<file path="src/speir_pkg.sv">
// constants for the serial port enable and interrupt register slice
// assumes an 8-bit register port with a 4-bit word address
package speir_pkg;

  localparam int unsigned SPEIR_AW = 4;
  localparam int unsigned SPEIR_DW = 8;

  // register addresses
  localparam logic [3:0] SPEIR_ADDR_MODULE_ENABLE_SECOND = 4'h0;
  localparam logic [3:0] SPEIR_ADDR_INTERRUPT_ENABLE_FIRST = 4'h1;
  localparam logic [3:0] SPEIR_ADDR_INTERRUPT_ENABLE_SECOND = 4'h2;
  localparam logic [3:0] SPEIR_ADDR_INTERRUPT_FLAG_FIRST = 4'h3;
  localparam logic [3:0] SPEIR_ADDR_EVENT_STATUS = 4'h4;
  localparam logic [3:0] SPEIR_ADDR_EVENT_MASK = 4'h5;

  // field positions
  localparam int unsigned SPEIR_BIT_PORT1_TX_ENABLE = 5;
  localparam int unsigned SPEIR_BIT_PORT1_RX_ENABLE = 4;
  localparam int unsigned SPEIR_BIT_PORT0_TX_IRQ_ENABLE = 7;
  localparam int unsigned SPEIR_BIT_PORT0_RX_IRQ_ENABLE = 6;
  localparam int unsigned SPEIR_BIT_PORT1_TX_IRQ_ENABLE = 5;
  localparam int unsigned SPEIR_BIT_PORT1_RX_IRQ_ENABLE = 4;
  localparam int unsigned SPEIR_BIT_PORT0_TX_EMPTY_FLAG = 7;
  localparam int unsigned SPEIR_BIT_PORT0_RX_FULL_FLAG = 6;

  // event status and mask layout
  localparam int unsigned SPEIR_EV_PORT0_TX = 0;
  localparam int unsigned SPEIR_EV_PORT0_RX = 1;
  localparam int unsigned SPEIR_EV_PORT1_TX = 2;
  localparam int unsigned SPEIR_EV_PORT1_RX = 3;
  localparam int unsigned SPEIR_EV_N = 4;

  // values after reset
  localparam logic SPEIR_RST_ENABLE = 1'b0;
  localparam logic SPEIR_RST_TX_EMPTY_FLAG = 1'b1;
  localparam logic SPEIR_RST_RX_FULL_FLAG = 1'b0;
  localparam logic [3:0] SPEIR_RST_EVENTS = 4'h0;
  localparam logic [7:0] SPEIR_RST_RDATA = 8'h00;

endpackage

</file>
<file path="src/speir_regs.sv">
// serial port enable and interrupt register slice: enables, interrupt enables,
// first-instance flags, interrupt requests and a masked event interrupt
// assumes single-cycle strobes from the processor and pulses from the serial ports
// Overview of operation
// - Bit 5 of module_enable_second enables the instance one transmitter, reset 0.
// - Bit 4 of module_enable_second enables the instance one receiver, reset 0.
// - Bit 7 of interrupt_enable_first lets the instance zero tx empty flag interrupt, reset 0.
// - Bit 6 of interrupt_enable_first lets the instance zero rx full flag interrupt, reset 0.
// - Bit 5 of interrupt_enable_second enables the instance one tx interrupt, reset 0.
// - Bit 4 of interrupt_enable_second enables the instance one rx interrupt, reset 0.
// - Bit 7 of interrupt_flag_first is set when the instance zero tx buffer is empty, reset 1.
// - Bit 6 of interrupt_flag_first is set when instance zero received a character, reset 0.
// - Bits owned by other modules are not stored, read zero and ignore writes.
// - A write to the instance zero tx holding buffer clears its tx empty flag.
// - A read of instance zero's rx holding buffer clears its rx flag; a read of either instance's pulses the clear of its error and wake bits.
// - While soft reset is set, its instance's irq enables clear, instance zero's rx flag clears and tx flag sets, module enables stay.
`timescale 1ns/1ns
`default_nettype none

module speir_regs
  import speir_pkg::*;
(
  input wire logic clk,
  input wire logic reset_n,
  input wire logic [3:0] reg_addr,
  input wire logic [7:0] reg_wdata,
  input wire logic reg_write,
  input wire logic reg_read,
  output logic [7:0] reg_rdata,
  input wire logic port0_soft_reset,
  input wire logic port1_soft_reset,
  input wire logic port0_tx_to_shift,
  input wire logic port0_rx_char_done,
  input wire logic port0_tx_holding_buffer_write,
  input wire logic port0_rx_holding_buffer_read,
  input wire logic port1_rx_holding_buffer_read,
  input wire logic port1_tx_empty_flag,
  input wire logic port1_rx_full_flag,
  output logic port1_tx_enable,
  output logic port1_rx_enable,
  output logic port0_tx_empty_flag,
  output logic port0_rx_full_flag,
  output logic port0_tx_irq,
  output logic port0_rx_irq,
  output logic port1_tx_irq,
  output logic port1_rx_irq,
  output logic port0_rx_status_clear,
  output logic port1_rx_status_clear,
  output logic event_irq
);

  function automatic logic hit(input logic [3:0] addr, input logic [3:0] target,
                               input logic strobe);
    hit = strobe && (addr == target);
  endfunction

  logic wr_me2;
  logic wr_ie1;
  logic wr_ie2;
  logic wr_interrupt_flag_first;
  logic wr_status;
  logic wr_mask;
  logic port0_tx_irq_enable;
  logic port0_rx_irq_enable;
  logic port1_tx_irq_enable;
  logic port1_rx_irq_enable;
  logic [3:0] event_status;
  logic [3:0] event_mask;
  logic [3:0] event_set;
  logic port1_tx_flag_prev;
  logic port1_rx_flag_prev;
  logic [7:0] next_rdata;

  assign wr_me2 = hit(reg_addr, SPEIR_ADDR_MODULE_ENABLE_SECOND, reg_write);
  assign wr_ie1 = hit(reg_addr, SPEIR_ADDR_INTERRUPT_ENABLE_FIRST, reg_write);
  assign wr_ie2 = hit(reg_addr, SPEIR_ADDR_INTERRUPT_ENABLE_SECOND, reg_write);
  assign wr_interrupt_flag_first = hit(reg_addr, SPEIR_ADDR_INTERRUPT_FLAG_FIRST, reg_write);
  assign wr_status = hit(reg_addr, SPEIR_ADDR_EVENT_STATUS, reg_write);
  assign wr_mask = hit(reg_addr, SPEIR_ADDR_EVENT_MASK, reg_write);

  // module enables: soft reset leaves them alone
  always_ff @(posedge clk) begin
    if (!reset_n) begin
      port1_tx_enable <= SPEIR_RST_ENABLE;
      port1_rx_enable <= SPEIR_RST_ENABLE;
    end else if (wr_me2) begin
      port1_tx_enable <= reg_wdata[SPEIR_BIT_PORT1_TX_ENABLE];
      port1_rx_enable <= reg_wdata[SPEIR_BIT_PORT1_RX_ENABLE];
    end
  end

  // instance zero interrupt enables
  always_ff @(posedge clk) begin
    if (!reset_n) begin
      port0_tx_irq_enable <= SPEIR_RST_ENABLE;
      port0_rx_irq_enable <= SPEIR_RST_ENABLE;
    end else if (port0_soft_reset) begin
      port0_tx_irq_enable <= 1'b0;
      port0_rx_irq_enable <= 1'b0;
    end else if (wr_ie1) begin
      port0_tx_irq_enable <= reg_wdata[SPEIR_BIT_PORT0_TX_IRQ_ENABLE];
      port0_rx_irq_enable <= reg_wdata[SPEIR_BIT_PORT0_RX_IRQ_ENABLE];
    end
  end

  // instance one interrupt enables
  always_ff @(posedge clk) begin
    if (!reset_n) begin
      port1_tx_irq_enable <= SPEIR_RST_ENABLE;
      port1_rx_irq_enable <= SPEIR_RST_ENABLE;
    end else if (port1_soft_reset) begin
      port1_tx_irq_enable <= 1'b0;
      port1_rx_irq_enable <= 1'b0;
    end else if (wr_ie2) begin
      port1_tx_irq_enable <= reg_wdata[SPEIR_BIT_PORT1_TX_IRQ_ENABLE];
      port1_rx_irq_enable <= reg_wdata[SPEIR_BIT_PORT1_RX_IRQ_ENABLE];
    end
  end

  // tx empty flag: hardware set beats every clear
  always_ff @(posedge clk) begin
    if (!reset_n) begin
      port0_tx_empty_flag <= SPEIR_RST_TX_EMPTY_FLAG;
    end else if (port0_soft_reset || port0_tx_to_shift) begin
      port0_tx_empty_flag <= 1'b1;
    end else if (port0_tx_holding_buffer_write) begin
      port0_tx_empty_flag <= 1'b0;
    end else if (wr_interrupt_flag_first) begin
      port0_tx_empty_flag <= reg_wdata[SPEIR_BIT_PORT0_TX_EMPTY_FLAG];
    end
  end

  // rx full flag: soft reset holds it clear, then a received character wins
  always_ff @(posedge clk) begin
    if (!reset_n) begin
      port0_rx_full_flag <= SPEIR_RST_RX_FULL_FLAG;
    end else if (port0_soft_reset) begin
      port0_rx_full_flag <= 1'b0;
    end else if (port0_rx_char_done) begin
      port0_rx_full_flag <= 1'b1;
    end else if (port0_rx_holding_buffer_read) begin
      port0_rx_full_flag <= 1'b0;
    end else if (wr_interrupt_flag_first) begin
      port0_rx_full_flag <= reg_wdata[SPEIR_BIT_PORT0_RX_FULL_FLAG];
    end
  end

  // pulse that tells the port to clear its error and wake bits
  always_ff @(posedge clk) begin
    if (!reset_n) begin
      port0_rx_status_clear <= 1'b0;
      port1_rx_status_clear <= 1'b0;
    end else begin
      port0_rx_status_clear <= port0_rx_holding_buffer_read;
      port1_rx_status_clear <= port1_rx_holding_buffer_read;
    end
  end

  // interrupt requests, registered so they leave from flip-flops
  always_ff @(posedge clk) begin
    if (!reset_n) begin
      port0_tx_irq <= 1'b0;
      port0_rx_irq <= 1'b0;
      port1_tx_irq <= 1'b0;
      port1_rx_irq <= 1'b0;
    end else begin
      port0_tx_irq <= port0_tx_empty_flag && port0_tx_irq_enable;
      port0_rx_irq <= port0_rx_full_flag && port0_rx_irq_enable;
      port1_tx_irq <= port1_tx_empty_flag && port1_tx_irq_enable;
      port1_rx_irq <= port1_rx_full_flag && port1_rx_irq_enable;
    end
  end

  // edge memory for the instance one flags, reset to the flags' own idle levels
  // so that no false edge is seen right after reset
  always_ff @(posedge clk) begin
    if (!reset_n) begin
      port1_tx_flag_prev <= SPEIR_RST_TX_EMPTY_FLAG;
      port1_rx_flag_prev <= SPEIR_RST_RX_FULL_FLAG;
    end else begin
      port1_tx_flag_prev <= port1_tx_empty_flag;
      port1_rx_flag_prev <= port1_rx_full_flag;
    end
  end

  always_comb begin
    event_set = SPEIR_RST_EVENTS;
    event_set[SPEIR_EV_PORT0_TX] = port0_tx_to_shift;
    event_set[SPEIR_EV_PORT0_RX] = port0_rx_char_done;
    event_set[SPEIR_EV_PORT1_TX] = port1_tx_empty_flag && !port1_tx_flag_prev;
    event_set[SPEIR_EV_PORT1_RX] = port1_rx_full_flag && !port1_rx_flag_prev;
  end

  // sticky events, write one to clear, a new event wins over the clear
  always_ff @(posedge clk) begin
    if (!reset_n) begin
      event_status <= SPEIR_RST_EVENTS;
    end else if (wr_status) begin
      event_status <= (event_status & ~reg_wdata[3:0]) | event_set;
    end else begin
      event_status <= event_status | event_set;
    end
  end

  always_ff @(posedge clk) begin
    if (!reset_n) begin
      event_mask <= SPEIR_RST_EVENTS;
    end else if (wr_mask) begin
      event_mask <= reg_wdata[3:0];
    end
  end

  always_ff @(posedge clk) begin
    if (!reset_n) begin
      event_irq <= 1'b0;
    end else begin
      event_irq <= |(event_status & event_mask);
    end
  end

  // read mux: bits of other modules and unmapped addresses read zero
  always_comb begin
    next_rdata = SPEIR_RST_RDATA;
    if (reg_addr == SPEIR_ADDR_MODULE_ENABLE_SECOND) begin
      next_rdata[SPEIR_BIT_PORT1_TX_ENABLE] = port1_tx_enable;
      next_rdata[SPEIR_BIT_PORT1_RX_ENABLE] = port1_rx_enable;
    end else if (reg_addr == SPEIR_ADDR_INTERRUPT_ENABLE_FIRST) begin
      next_rdata[SPEIR_BIT_PORT0_TX_IRQ_ENABLE] = port0_tx_irq_enable;
      next_rdata[SPEIR_BIT_PORT0_RX_IRQ_ENABLE] = port0_rx_irq_enable;
    end else if (reg_addr == SPEIR_ADDR_INTERRUPT_ENABLE_SECOND) begin
      next_rdata[SPEIR_BIT_PORT1_TX_IRQ_ENABLE] = port1_tx_irq_enable;
      next_rdata[SPEIR_BIT_PORT1_RX_IRQ_ENABLE] = port1_rx_irq_enable;
    end else if (reg_addr == SPEIR_ADDR_INTERRUPT_FLAG_FIRST) begin
      next_rdata[SPEIR_BIT_PORT0_TX_EMPTY_FLAG] = port0_tx_empty_flag;
      next_rdata[SPEIR_BIT_PORT0_RX_FULL_FLAG] = port0_rx_full_flag;
    end else if (reg_addr == SPEIR_ADDR_EVENT_STATUS) begin
      next_rdata[3:0] = event_status;
    end else if (reg_addr == SPEIR_ADDR_EVENT_MASK) begin
      next_rdata[3:0] = event_mask;
    end
  end

  // read data stands only in the cycle after the strobe
  always_ff @(posedge clk) begin
    if (!reset_n) begin
      reg_rdata <= SPEIR_RST_RDATA;
    end else if (reg_read) begin
      reg_rdata <= next_rdata;
    end else begin
      reg_rdata <= SPEIR_RST_RDATA;
    end
  end
endmodule

`default_nettype wire

</file>
<file path="config.mk">
export PLATFORM = sky130hd
export DESIGN_NAME = speir_regs
export DESIGN_NICKNAME = d
export VERILOG_FILES = /design/src/speir_pkg.sv /design/src/speir_regs.sv
export SDC_FILE = /design/constraint.sdc
export NUM_CORES = 1
export LEC_CHECK = 0
export ABC_CLOCK_PERIOD_IN_PS = 1500
export BUFFER_PORTS_ARGS = -buffer_cell sky130_fd_sc_hd__buf_2
export CORE_ASPECT_RATIO = 0.8
export CORE_MARGIN = 1.5
export CORE_UTILIZATION = 30
export CTS_CLUSTER_DIAMETER = 200
export DETAILED_ROUTE_END_ITERATION = 10
export PLACE_DENSITY_LB_ADDON = 0.3
export SLEW_MARGIN = 15
export SYNTH_ARGS = -nofsm -noshare
export SYNTH_HDL_FRONTEND = slang
export SYNTH_SLANG_ARGS = --single-unit
</file>
<file path="constraint.sdc">
create_clock -name clk -period 1.5 [get_ports clk]
set_input_delay 0.225 -clock clk [delete_from_list [all_inputs] [get_ports clk]]
set_output_delay 0.225 -clock clk [all_outputs]
set_load 0.05 [all_outputs]
</file>
==> impl_results.md <==
- Status: complete, no violations
- WP data required: 1.27 ns
- Post-route ant nets: 0
- Post-synth EDFFs: 0
- Die X: 76.3 um
- Root buf cell: clkbuf_8
- Max layer used: met4
- Leakage power: 0.718 nW
- RSZ-0062 raised after global routing: no
- Leading register cell type out of synthesis: dfxtp_1
- Placement Rows: 21
- Psw: 0.000405 W
- Area growth, synth to finish: 28.4%
- Critical-path top delay cell: dfxtp_1
- Async SR Flop Fraction: 0%
- Initial antenna violation count: 0
- Vias in the first global route: 1008
- Placed Instance Area: 1570 um^2
- Max-Cap Viols: 0
- Synth area leaders: dfxtp_1 51%, mux2i_1 6.2%, a21oi_1 5.0%
- Synth area leader: dfxtp_1
- TritonCTS clock tree: done
- Placed Cells incl. Taps: 235
- Comb pwr share: 9.9%
- Number of port buffers: 43
- Total chip power: 0.00173 W
- Crit-path cells: buf_2
- Slew Limit Fails: 0
- Synth cell count leaders: 33 x dfxtp_1, 13 x a21oi_1, 13 x o21ai_0
- Setup_tns: 0 ns
- Final hold violation count: 0
- Vias: 1149
- Min-Delay Path Class: in2reg
- Worst-margin pin slew: 0.327 ns
- CP Launch Point: port0_tx_empty_flag
- Syn Nets: 162
- IO Pins: 44
- Syn_area_per_cell: 9.41 um^2
- CTS Buf Count: 5
- Most frequent cell after synthesis: dfxtp_1
- Worst R2R Start: port0_tx_empty_flag
- Internal power: 0.00133 W
- CP Max Fanout: 4
- Worst rel slew slack: 78.1%
- Core box area: 4150 um^2
- All-layer global routing usage: 13.4%
- Clock sink count: 33
- First-pass GRT wire length: 4720 um
- Sw frac: 23.4%
- WL met3: 274 um
- Die ar.: 4700 um^2
- FF+latch area: 661 um^2
- Crit share post-route: 78.6%
- Drt wl/cell: 12.4 um
- Hold-fix buffers, CTS: 0
- Pin count of the biggest net entering global routing: 17
- Crit path DAT: 0.95 ns
- Remaining DRCs: 0
- CTS-repair resized insts: 0
- Buf+Inv Stages, Crit Path: 1
- Synth Cell Area: 1290 um^2
- Clk pwr share: 37.7%
- Initial core utilization: 31.0%
- Design area: 1660 um^2
- Ant diodes: 0
- Filler-free cell count of the finished design: 242
- Worst setup SP type: flip-flop
- Crit path max-delay family: flip-flops
- Routed WL: 3000 um
- CTS Buffer Depth: 2
- Power density over the cells: 1050 nW/um^2
- H-tree levels: 2
- Final Critical Period: 1.18 ns
- # Post-CTS Setup Buffers: 0
- Layout cells sized above 1: 29.7%
- Part of the Yosys area used for sequential elements: 51.3%
- Clk_lat worst skew: 0.27 ns
- Mapped Cells: 137
- Worst vdd ir: 0.000475 V
- Fin nets: 210
- Met2 WL: 1120 um
- Die height: 61.6 um
- Max incr delay on CP: 0.39 ns
- Via density: 4.75
- Global route overflow: 0
- HP Start: reg_wdata[0]
- Setup Skew: 0.00120 ns
- Synth cell types: 37
- GP Congestion: 0.757
- YS warnings: 0
- Fmax achieved: 0.848 GHz
- Final Util: 39.9%
- Critical Path Sink Type: primary output
- Post-DP HPWL: 2250 um
- Footprint of the multi-input gates: 581 um^2
- Drt initial violations: 72
- Fill count: 440
- Wire length on met1: 1580 um
- Clk slew on worst S/H paths: 0.06 ns
- Crit Path Class: reg2out
- Final setup violation count: 0
- Initial DRT Pass Iterations: 4
- Seq pwr share: 52.4%
- Area share of the largest cell type after synthesis: 51.3%
- Synth Register Bits: 33
==> power groups by stage <==
stage | combinational [W] | clock (W) | sequential (W)
global placement | 0.000171 | 0 | 0.000926
detailed placement | 0.000171 | 0 | 0.000926
floorplan | 0.0000758 | 0 | 0.000947
finish | 0.000172 | 0.000652 | 0.000907
CTS | 0.000172 | 0.000678 | 0.000907
global route | 0.000187 | 0.000718 | 0.000909
==> per-stage QoR <==
stage                     hold WS [ns]  setup WS [ns]
final                            0.144          0.321
after global routing             0.138          0.289
after CTS                        0.138          0.306
after detailed placement         0.434          0.119
after global placement           0.434          0.145
after floorplan                  0.321          0.230
==> registers in the layout, indices dropped and copies added (netlist names) <==
| name | cells |
|---|---|
| reg_rdata | 8 |
| port1_rx_enable | 1 |
| port1_tx_enable | 1 |
| port1_tx_irq_enable | 1 |
| port0_rx_full_flag | 1 |
| port0_tx_irq | 1 |
| port0_rx_irq | 1 |
| event_mask | 4 |
| port0_rx_irq_enable | 1 |
| port1_tx_irq | 1 |
| event_status | 4 |
| event_irq | 1 |
| port1_rx_status_clear | 1 |
| port1_rx_irq | 1 |
| port0_tx_empty_flag | 1 |
| port1_tx_flag_prev | 1 |
| port1_rx_irq_enable | 1 |
| port0_tx_irq_enable | 1 |
| port0_rx_status_clear | 1 |
| port1_rx_flag_prev | 1 |
==> routing by layer <==
layer | GRT usage, % | vias to the layer above
met3 | 4.44 | 5
met4 | 6.35 | 0
li1 | - | 583
met2 | 17.5 | 55
met1 | 19.5 | 506
met5 | 0 | -
==> final cells by class <==
cell class | count | share of cell area [%]
multi-input combinational | 94 | 35.1
sequential | 33 | 39.9
inverter | 5 | 1.13
tap | 57 | 4.31
timing repair buffer | 46 | 14.4
clock buffer | 7 | 5.22
==> cell families (layout without fill, tap and decap cells) <==
group / after synthesis / count (layout) / share of synthesized area (%)
simple gates: 52 / 52 / 24.5
compound gates: 34 / 34 / 14.4
flops: 33 / 33 / 51.3
buf+inv: 10 / 58 / 3.69
mux: 8 / 8 / 6.21
==> placed cells by master, fill, tap and decap left out, drive strengths merged, types with 2 or more instances in the layout <==
cell type / netlist / final
clkbuf: 2 / 7
and3: 4 / 4
a22oi: 2 / 2
inv: 4 / 4
nand4: 3 / 3
a31oi: 2 / 2
o21ai: 14 / 14
nand3: 10 / 10
dfxtp: 33 / 33
a21oi: 13 / 13
nor2: 10 / 10
and2: 3 / 3
o31ai: 2 / 2
or2b: 4 / 4
mux2i: 8 / 8
buf: 3 / 46
nand2b: 3 / 3
==> final timing paths <==
| kind | to | slack, ns | cells past startpoint |
|---|---|---|---|
| max | port0_tx_empty_flag | 0.32 | 1 |
| min | event_status[0] | 0.14 | 2 |
| max reg2reg | port0_tx_empty_flag | 0.41 | 3 |
| min reg2reg | port0_rx_irq_enable | 0.50 | 2 |
No activity file was read; power rests on OpenSTA's default activity.
